===== src/int_div_pkg.sv =====
// Constants, types and register map of the integer output divider.
// Assumes an APB slave with 32-bit data, one register per aligned word.
package int_div_pkg;

  // Register indices and byte addresses (byte address is four times index)
  localparam int         IDX_RATIO = 'h0;
  localparam int         IDX_PHASE = 'h4;
  localparam int         IDX_CFG   = 'h6;
  localparam int         IDX_TRIG  = 'h8;
  localparam int         ADDR_W    = 8;
  localparam logic [7:0] ADDR_RATIO = 8'(4 * IDX_RATIO);
  localparam logic [7:0] ADDR_PHASE = 8'(4 * IDX_PHASE);
  localparam logic [7:0] ADDR_CFG   = 8'(4 * IDX_CFG);
  localparam logic [7:0] ADDR_TRIG  = 8'(4 * IDX_TRIG);

  // Field widths and positions
  localparam int RATIO_W   = 23;
  localparam int PHASE_W   = 16;
  localparam int CFG_W     = 8;
  localparam int CFG_DLY   = 5;
  localparam int CFG_POST  = 4;
  localparam int CFG_SEL   = 0;
  localparam int SEL_W     = 3;
  localparam int TRIG_BIT  = 0;
  localparam int CNT_W     = RATIO_W + 1;

  // Reset values
  localparam logic [RATIO_W-1:0] RATIO_RST = 23'h000028;
  localparam logic [PHASE_W-1:0] PHASE_RST = 16'h0000;
  localparam logic [CFG_W-1:0]   CFG_RST   = 8'h10;
  localparam logic               TRIG_RST  = 1'b0;

  // Smallest ratio the counter can honour
  localparam logic [RATIO_W-1:0] RATIO_MIN = 23'h000002;

  // Instances on which the source select is honoured
  localparam int SEL_FIRST_INST = 6;
  localparam int SEL_LAST_INST  = 11;
  localparam int NUM_SRC        = 6;

  // Delay settings of the output delay cell, in picoseconds
  localparam int DELAY_SHORT_PS = 50;
  localparam int DELAY_LONG_PS  = 100;

  typedef enum logic [2:0] {
    SRC_VCO   = 3'b000,
    SRC_FRAC0 = 3'b001,
    SRC_FRAC1 = 3'b010,
    SRC_FRAC2 = 3'b011,
    SRC_TSYNC = 3'b100,
    SRC_TCLK  = 3'b101,
    SRC_RSV6  = 3'b110,
    SRC_RSV7  = 3'b111
  } src_sel_t;

  typedef enum logic [1:0] {
    DLY_NONE  = 2'b00,
    DLY_SHORT = 2'b10,
    DLY_LONG  = 2'b11
  } dly_code_t;

  typedef struct packed {
    logic     delay_en;
    logic     post_sync;
    src_sel_t sel;
  } div_cfg_t;

endpackage : int_div_pkg


===== src/int_out_divider.sv =====
// Integer output divider with phase stepping, APB register slave.
// Assumes source clocks and resync arrive asynchronously on pins and are
// far slower than pclk; driver enable and delay select come from pclk logic.
//
// The implementer's own choice: register access over APB.
`timescale 1ns/1ps

// Behaviour
// RULE_01 - Divide source by 23-bit ratio, reset forty
// RULE_02 - Signed step count; positive advances, negative delays
// RULE_03 - One step equals one selected source period
// RULE_04 - Trigger write applies programmed phase step count
// RULE_05 - Trigger reads one until adjustment done
// RULE_06 - After-resync flag applies step after resync
// RULE_07 - Three-bit source select picks input clock
// RULE_08 - Source select honoured on instances six-eleven
// RULE_09 - Extra delay enable adds output delay
// RULE_10 - Software never triggers while driver disabled
// RULE_11 - Delay select gives 50 or 100 ps
// RULE_12 - Reserved bits read zero, writes ignored
module int_out_divider #(
  parameter int INSTANCE = 0
) (
  // APB clock and reset
  input  wire logic        pclk,
  input  wire logic        presetn,
  // APB slave
  input  wire logic [7:0]  paddr,
  input  wire logic        psel,
  input  wire logic        penable,
  input  wire logic        pwrite,
  input  wire logic [31:0] pwdata,
  input  wire logic [3:0]  pstrb,
  output logic      [31:0] prdata,
  output logic             pready,
  output logic             pslverr,
  // Source clocks and resync from outside
  input  wire logic [5:0]  src_clk_in,
  input  wire logic        resync_in,
  // Output driver controls from pclk logic
  input  wire logic        out_driver_en,
  input  wire logic        out_delay_sel,
  // Toward the output driver
  output logic             div_clk_out,
  output logic [1:0]       delay_code_out
);

  // Registers
  logic [int_div_pkg::RATIO_W-1:0] ratio_r;
  logic [int_div_pkg::PHASE_W-1:0] phase_r;
  int_div_pkg::div_cfg_t           cfg_r;
  logic                            trig_r;
  logic signed [int_div_pkg::PHASE_W-1:0] rem_r;
  logic [int_div_pkg::CNT_W-1:0]   cnt_r;
  logic [int_div_pkg::CNT_W-1:0]   cnt_nxt;
  logic [31:0]                     prdata_r;
  logic                            pready_r;
  logic                            pslverr_r;
  logic                            clk_out_r;
  logic [1:0]                      delay_code_r;

  // Synchronisers: six sources and resync
  logic [6:0] raw_in;
  logic [6:0] sync1_r;
  logic [6:0] sync2_r;
  logic [6:0] sync3_r;
  logic [6:0] rise;

  assign raw_in = {resync_in, src_clk_in};

  genvar g;
  generate
    for (g = 0; g < 7; g++) begin : g_sync
      always_ff @(posedge pclk or negedge presetn) begin
        if (!presetn) begin
          sync1_r[g] <= 1'b0;
          sync2_r[g] <= 1'b0;
          sync3_r[g] <= 1'b0;
        end else begin
          sync1_r[g] <= raw_in[g];
          sync2_r[g] <= sync1_r[g];
          sync3_r[g] <= sync2_r[g];
        end
      end
      assign rise[g] = sync2_r[g] & ~sync3_r[g];
    end
  endgenerate

  // Byte-lane write merge
  function automatic logic [31:0] merge(input logic [31:0] old_v,
                                        input logic [31:0] new_v,
                                        input logic [3:0]  strb);
    logic [31:0] m;
    m = {{8{strb[3]}}, {8{strb[2]}}, {8{strb[1]}}, {8{strb[0]}}};
    return (old_v & ~m) | (new_v & m);
  endfunction : merge

  // Bus decode
  wire setup   = psel & ~penable;
  wire wr_en   = psel & penable & pwrite & pready_r;
  wire hit_rat = (paddr == int_div_pkg::ADDR_RATIO);
  wire hit_ph  = (paddr == int_div_pkg::ADDR_PHASE);
  wire hit_cfg = (paddr == int_div_pkg::ADDR_CFG);
  wire hit_trg = (paddr == int_div_pkg::ADDR_TRIG);
  wire mapped  = hit_rat | hit_ph | hit_cfg | hit_trg;

  // Config word in its bus layout, shared by read and byte merge
  wire [31:0] cfg_word = {26'h0, cfg_r.delay_en, cfg_r.post_sync, 1'b0,
                          cfg_r.sel}; // RULE_12
  wire [31:0] ratio_m  = merge({9'h0, ratio_r}, pwdata, pstrb);
  wire [31:0] phase_m  = merge({16'h0000, phase_r}, pwdata, pstrb);
  wire [31:0] cfg_m    = merge(cfg_word, pwdata, pstrb);

  wire trig_set = wr_en & hit_trg & pstrb[0] & pwdata[int_div_pkg::TRIG_BIT];

  // Read data; reserved bits zero
  logic [31:0] rd_word;
  always_comb begin
    if (hit_rat)
      rd_word = {9'h0, ratio_r};
    else if (hit_ph)
      rd_word = {16'h0000, phase_r};
    else if (hit_cfg)
      rd_word = cfg_word; // RULE_12
    else if (hit_trg)
      rd_word = {31'h0, trig_r};
    else
      rd_word = 32'h00000000;
  end

  // APB answer: one wait-free access phase after setup
  always_ff @(posedge pclk or negedge presetn) begin
    if (!presetn) begin
      prdata_r  <= 32'h00000000;
      pready_r  <= 1'b0;
      pslverr_r <= 1'b0;
    end else begin
      prdata_r  <= (setup && !pwrite) ? rd_word : 32'h00000000;
      pready_r  <= setup;
      pslverr_r <= setup & ~mapped;
    end
  end

  // Configuration registers; reserved bits are never stored
  always_ff @(posedge pclk or negedge presetn) begin
    if (!presetn) begin
      ratio_r <= int_div_pkg::RATIO_RST;
      phase_r <= int_div_pkg::PHASE_RST;
      cfg_r   <= '{delay_en:  int_div_pkg::CFG_RST[int_div_pkg::CFG_DLY],
                   post_sync: int_div_pkg::CFG_RST[int_div_pkg::CFG_POST],
                   sel: int_div_pkg::src_sel_t'(int_div_pkg::CFG_RST[2:0])};
    end else if (wr_en) begin
      if (hit_rat)
        ratio_r <= ratio_m[int_div_pkg::RATIO_W-1:0]; // RULE_01
      if (hit_ph)
        phase_r <= phase_m[int_div_pkg::PHASE_W-1:0];
      if (hit_cfg) begin
        cfg_r.delay_en  <= cfg_m[int_div_pkg::CFG_DLY];
        cfg_r.post_sync <= cfg_m[int_div_pkg::CFG_POST];
        cfg_r.sel <= int_div_pkg::src_sel_t'(cfg_m[2:0]); // RULE_07
      end
    end
  end

  // Source selection
  localparam bit SEL_ACTIVE = (INSTANCE >= int_div_pkg::SEL_FIRST_INST) &&
                              (INSTANCE <= int_div_pkg::SEL_LAST_INST);
  wire int_div_pkg::src_sel_t eff_sel =
    SEL_ACTIVE ? cfg_r.sel : int_div_pkg::SRC_VCO; // RULE_08
  wire sel_ok  = (eff_sel != int_div_pkg::SRC_RSV6) &&
                 (eff_sel != int_div_pkg::SRC_RSV7);
  wire src_edge = sel_ok & rise[eff_sel]; // RULE_07

  // One tick per source period is one phase step
  wire tick      = src_edge & out_driver_en; // RULE_03
  wire resync_ev = rise[6];
  wire load      = trig_set | (resync_ev & cfg_r.post_sync); // RULE_06

  // Counter arithmetic
  wire [int_div_pkg::RATIO_W-1:0] ratio_eff =
    (ratio_r < int_div_pkg::RATIO_MIN) ? int_div_pkg::RATIO_MIN : ratio_r;
  wire [int_div_pkg::CNT_W-1:0] ratio_c = {1'b0, ratio_eff};
  wire [int_div_pkg::CNT_W-1:0] half_c  = {2'b00, ratio_eff[22:1]};
  wire [int_div_pkg::CNT_W-1:0] cnt_p1  = cnt_r + 24'h000001;
  wire [int_div_pkg::CNT_W-1:0] cnt_p2  = cnt_r + 24'h000002;
  wire [int_div_pkg::CNT_W-1:0] cnt_one =
    (cnt_p1 >= ratio_c) ? 24'h000000 : cnt_p1;
  wire [int_div_pkg::CNT_W-1:0] cnt_two =
    (cnt_r >= ratio_c) ? 24'h000000 :
    (cnt_p2 >= ratio_c) ? cnt_p2 - ratio_c : cnt_p2;

  always_comb begin
    if (resync_ev)
      cnt_nxt = 24'h000000;
    else if (!tick)
      cnt_nxt = cnt_r;
    else if (rem_r > 0)
      cnt_nxt = cnt_two; // RULE_02
    else if (rem_r < 0)
      cnt_nxt = cnt_r; // RULE_02
    else
      cnt_nxt = cnt_one; // RULE_01
  end

  // Divider, step engine and trigger
  always_ff @(posedge pclk or negedge presetn) begin
    if (!presetn) begin
      cnt_r     <= 24'h000000;
      rem_r     <= 16'sh0000;
      trig_r    <= int_div_pkg::TRIG_RST;
      clk_out_r <= 1'b0;
    end else begin
      cnt_r     <= cnt_nxt;
      clk_out_r <= out_driver_en & (cnt_nxt < half_c);
      if (load)
        rem_r <= signed'(phase_r); // RULE_04
      else if (tick && !resync_ev && rem_r > 0)
        rem_r <= rem_r - 16'sh0001;
      else if (tick && !resync_ev && rem_r < 0)
        rem_r <= rem_r + 16'sh0001;
      if (trig_set)
        trig_r <= 1'b1; // RULE_05
      else if (rem_r == 0 && !load)
        trig_r <= 1'b0; // RULE_05
    end
  end

  // Output delay cell control
  always_ff @(posedge pclk or negedge presetn) begin
    if (!presetn)
      delay_code_r <= int_div_pkg::DLY_NONE;
    else if (!cfg_r.delay_en)
      delay_code_r <= int_div_pkg::DLY_NONE; // RULE_09
    else if (out_delay_sel)
      delay_code_r <= int_div_pkg::DLY_LONG; // RULE_11
    else
      delay_code_r <= int_div_pkg::DLY_SHORT; // RULE_11
  end

  assign prdata         = prdata_r;
  assign pready         = pready_r;
  assign pslverr        = pslverr_r;
  assign div_clk_out    = clk_out_r;
  assign delay_code_out = delay_code_r;
endmodule : int_out_divider


===== config.mk =====
export PLATFORM = sky130hd
export DESIGN_NAME = int_out_divider
export DESIGN_NICKNAME = d
export VERILOG_FILES = /design/src/int_div_pkg.sv /design/src/int_out_divider.sv
export SDC_FILE = /design/constraint.sdc
export NUM_CORES = 1
export LEC_CHECK = 0
export BUFFER_PORTS_ARGS = -buffer_cell sky130_fd_sc_hd__buf_2
export CORE_AREA = 2 2 168 170
export DETAILED_ROUTE_END_ITERATION = 7
export DIE_AREA = 0 0 170 172
export PLACE_DENSITY = 0.53
export SYNTH_ARGS = -nofsm -noshare
export SYNTH_HDL_FRONTEND = slang
export SYNTH_SLANG_ARGS = --single-unit

===== constraint.sdc =====
create_clock -name pclk -period 8.6 [get_ports pclk]
set_clock_uncertainty 0.1 [all_clocks]
set_input_delay 0 -clock pclk [delete_from_list [all_inputs] [get_ports pclk]]
set_output_delay 0 -clock pclk [all_outputs]
set_load 0.02 [all_outputs]

==> results <==
- In this run the number of H-tree levels came out at 4.
- The maximum fanout along the worst path is 10.
- Prior to clock tree synthesis, the placed netlist has a worst setup slack of approximately 1.3 ns.
- The required time of the critical path is 8.83 ns.
- The run finished with clean final reports.
- The final wirelength is about 30,000 um.
- The launch point of the worst hold path is pstrb[0].
- The maximum clock frequency is roughly 0.13 GHz.
- After legalization and detailed placement, the total HPWL measured 22,600 um.
- The average wire per standard cell is about 20 um.
- The total setup buffers inserted after CTS is 0.
- The synthesized netlist occupies a cell area of ~9400 um^2.
- The clock-pin slew on the worst setup and hold paths is around 0.06 ns.
- Counting instances, the worst hold path has a depth of 4.
- The number of global-route vias before repair is about 8,300.
- The clock reaches the later pin of the worst-skew pair after between 0.4 and 0.5 ns.
- The most numerous cell on the critical path is sky130_fd_sc_hd__a21o_1.
- Setup repair after global routing left no endpoint under its margin.
- The clock drives approximately 120 sinks.
- The initial antenna violation count is 0.
- The number of nets in the finished design is around 1,300.
- The endpoint arrival time on the critical path is between 7 and 8 ns.
- Summed over all layers, the global routing overflow is 0.
- The final hold violation count is 0.
- The first-pass GRT wire length is about 46,000 um.
- The starting density of the core is 34.38%.
- The worst vdd rail ir drop is approximately 0.00011 V.
- Synthesis inferred between 100 and 150 register bits.
- Synthesis handed over a netlist of approximately 1,100 instances.
- The design area is roughly 11,000 um^2.
- The clock passes through at most 2 buffers.
- Counting flops with a built-in enable in the synthesized netlist gives 0.
- The analysis attributes to cell leakage a power of between 0.005 and 0.006 uW.
- Gates resized during post-CTS repair numbered 0.
- Summing all placed instances gives a cell area of about 10,000 um^2.
- Setup violations remaining at the end of the flow were counted as 0.
- For this design the top-level I/O count stands at 95.
- For this design, the slowest cell found on the critical path is sky130_fd_sc_hd__nor4_1.
- The worst setup slack after layout is ~1.1 ns.
- Global routing consumed, over all layers together, just over 20% of the routing resources.
- The maximum number of pins on one net before global-route repair is 73.
- For this run, the register share of the synthesized area comes to about a third.
- The number of hold buffers added after CTS was 34.
- The remaining routing DRC violations is 0.
- The layout overhead on the synthesized area is 16.70%.
- The first TritonRoute pass finished after 5 iterations.
- At the pin with the least slew margin, the transition time is 1.088 ns.
- Once placement completed, the tool counted placed cells totaling ~1,400.
- The detailed router finished its first iteration with roughly 620 violations.
- The final critical-path share of the clock period is between 80% and 90%.
- The tree is rooted in a sky130_fd_sc_hd__clkbuf_16.
- The largest area contributor in the synthesized netlist is sky130_fd_sc_hd__dfrtp_1.
- The filler cells instantiated in the layout total approximately 2,800.
- The total number of placement rows is 61.
- 0 antenna diodes ended up in the layout.
- The area of the core is 27,480 um^2.
- The worst setup path is launched from a flip-flop.
- The most frequent cell after synthesis is sky130_fd_sc_hd__dfrtp_1.
- At the end of routability-driven placement, the weighted congestion stood at between 0.9 and 1.
- The count of input and output buffers is 70.
- For the worst flop-to-flop path, the logic depth is 27.
- The chip height is around 170 um.
- Of the post-synthesis cell area, the dominant cell type holds between 30 and 40%.
- The full die area is 29,240 um^2.
- The final cell count without fillers is ~1,500.
- In the routed layout, each cell is associated on average with a via count of approximately 5.5.
- The share of synthesized flip-flops with an asynchronous set or reset is between 90% and 100%.
- The largest stage delay on the critical path is 0.75 ns.
- The via count is approximately 8,300.
- Measured against its own limit, the worst slew margin works out to 26.86%.
- Sorting the synthesized cells by area gives the leading types as sky130_fd_sc_hd__dfrtp_1, sky130_fd_sc_hd__ha_1, sky130_fd_sc_hd__o21ai_0.
- The critical path class is reg2reg.
- After routing, the total negative slack on setup checks comes to 0 ns.
- Dividing the synthesized area by the synthesized cell count gives ~8.9 um^2.
- Across the run, the number of max-cap violations was 0.
- The horizontal die dimension is between 150 and 200 um.
- The commonest register cell after synthesis is sky130_fd_sc_hd__dfrtp_1.
- Ranked by instance count, the synthesized netlist is headed by sky130_fd_sc_hd__dfrtp_1, sky130_fd_sc_hd__ha_1, sky130_fd_sc_hd__o21ai_0.
- The synthesis warning total is 0.
- The clock tree from TritonCTS is built.
- The number of distinct library cell variants in the gate-level netlist after synthesis is 74.
- In this run the worst hold path is classified as in2reg.
- The max-slew violation count is 0.
- The type of destination of the critical path is a flip-flop.
- The detail route stage leaves a number of antenna-violating nets equal to 0.
- The number of buffers inserted during clock tree synthesis is 17.
- The post-route minimum period is approximately 7.5 ns.
- The cell area power density is about 160 nW/um^2.
- The post-route netlist has between 10 and 15% of its cells at a drive strength greater than 1.
==> layer usage <==
| metal | routed length, um | up-vias | global-route usage, % |
|---|---|---|---|
| met5 | 0 | - | 0 |
| met3 | 1283 | 19 | 3.456 |
| met4 | 250 | 0 | 3.865 |
| met2 | 13800 | 215 | 34.48 |
| met1 | 14030 | 4063 | 28.15 |
| li1 | - | 4035 | - |
==> critical path, delay by kind of cell, from the launching register on <==
family	cells	cell delay, ns
muxes	1	0.24
DFF	1	0.40
adders and majority gates	3	1.07
and+or+nand+nor	12	3.79
AOI/OAI and AO/OA	11	1.79
==> layout by cell type (no fill, tap or decap), types with 8 or more instances in the layout <==
master,count
sky130_fd_sc_hd__nor4_1,13
sky130_fd_sc_hd__nor2_1,75
sky130_fd_sc_hd__dfrtp_1,116
sky130_fd_sc_hd__a21oi_1,66
sky130_fd_sc_hd__buf_2,69
sky130_fd_sc_hd__clkbuf_16,17
sky130_fd_sc_hd__xor2_1,30
sky130_fd_sc_hd__nor3_1,20
sky130_fd_sc_hd__nand2b_1,12
sky130_fd_sc_hd__xnor2_1,43
sky130_fd_sc_hd__nand2_1,76
sky130_fd_sc_hd__a21o_1,30
sky130_fd_sc_hd__inv_1,50
sky130_fd_sc_hd__ha_1,102
sky130_fd_sc_hd__a31oi_1,14
sky130_fd_sc_hd__buf_4,8
sky130_fd_sc_hd__mux2_2,26
sky130_fd_sc_hd__nand4_1,21
sky130_fd_sc_hd__nor2b_1,10
sky130_fd_sc_hd__mux2i_1,13
sky130_fd_sc_hd__conb_1,9
sky130_fd_sc_hd__nand3_1,30
sky130_fd_sc_hd__o21ai_0,78
sky130_fd_sc_hd__and3_1,18
sky130_fd_sc_hd__a22oi_1,28
sky130_fd_sc_hd__dlygate4sd3_1,34
==> metrics by stage <==
step | power (uW) | utilization, % | hold slack, ns
after global routing | 1903 | 40.12 | 0.03294
after detailed placement | 1022 | 36.56 | -0.02956
final | 1810 | 40.12 | 0.01483
after global placement | 1019 | 36.56 | -0.04200
after floorplan | 915.1 | - | -0.3956
after CTS | 1820 | 40.12 | 0.004889
==> cell families (layout without fill, tap and decap cells) <==
kind of cell	count (synthesis)	in the layout	share of synthesized area [%]
and+or+nand+nor	320	320	17.25
AOI/OAI and AO/OA	296	296	20.61
DFF	119	119	31.57
adders and majority gates	107	107	14.37
buffers and inverters	105	193	4.915
xor gates and xnor gates	73	73	6.769
muxes	39	39	4.477
other	1	9	0.03970
==> final timing paths <==
kind / endpoint / slack [ns]
max: div_clk_out$_DFF_PN0_ / 1.10
min: trig_r$_DFFE_PN0P_ / 0.01
max reg2reg: div_clk_out$_DFF_PN0_ / 1.10
min reg2reg: sync2_r[6]$_DFF_PN0_ / 0.26
max in group asynchronous: asynchronous set/reset pin / 6.94
min in group asynchronous: cnt_r[19]$_DFF_PN0_ / 0.05
==> power breakdown <==
group	leakage [uW]	switching (uW)	internal, uW	total, uW
logic	0.00357	210	155	364
registers	0.00150	62.9	602	665
clock network	0.000306	266	515	781
==> final cells by class <==
type                            count  area (um^2)  share of cell area [%]
Clock buffer                       24        491.7                   4.461
Sequential cell                   119         2982                   27.05
Clock inverter                      8        145.1                   1.317
Multi-Input combinational cell    844         6038                   54.78
Timing Repair Buffer              111        745.7                   6.765
Inverter                           50        187.7                   1.703
Tap cell                          346        432.9                   3.927
No activity file was read; power rests on OpenSTA's default activity.
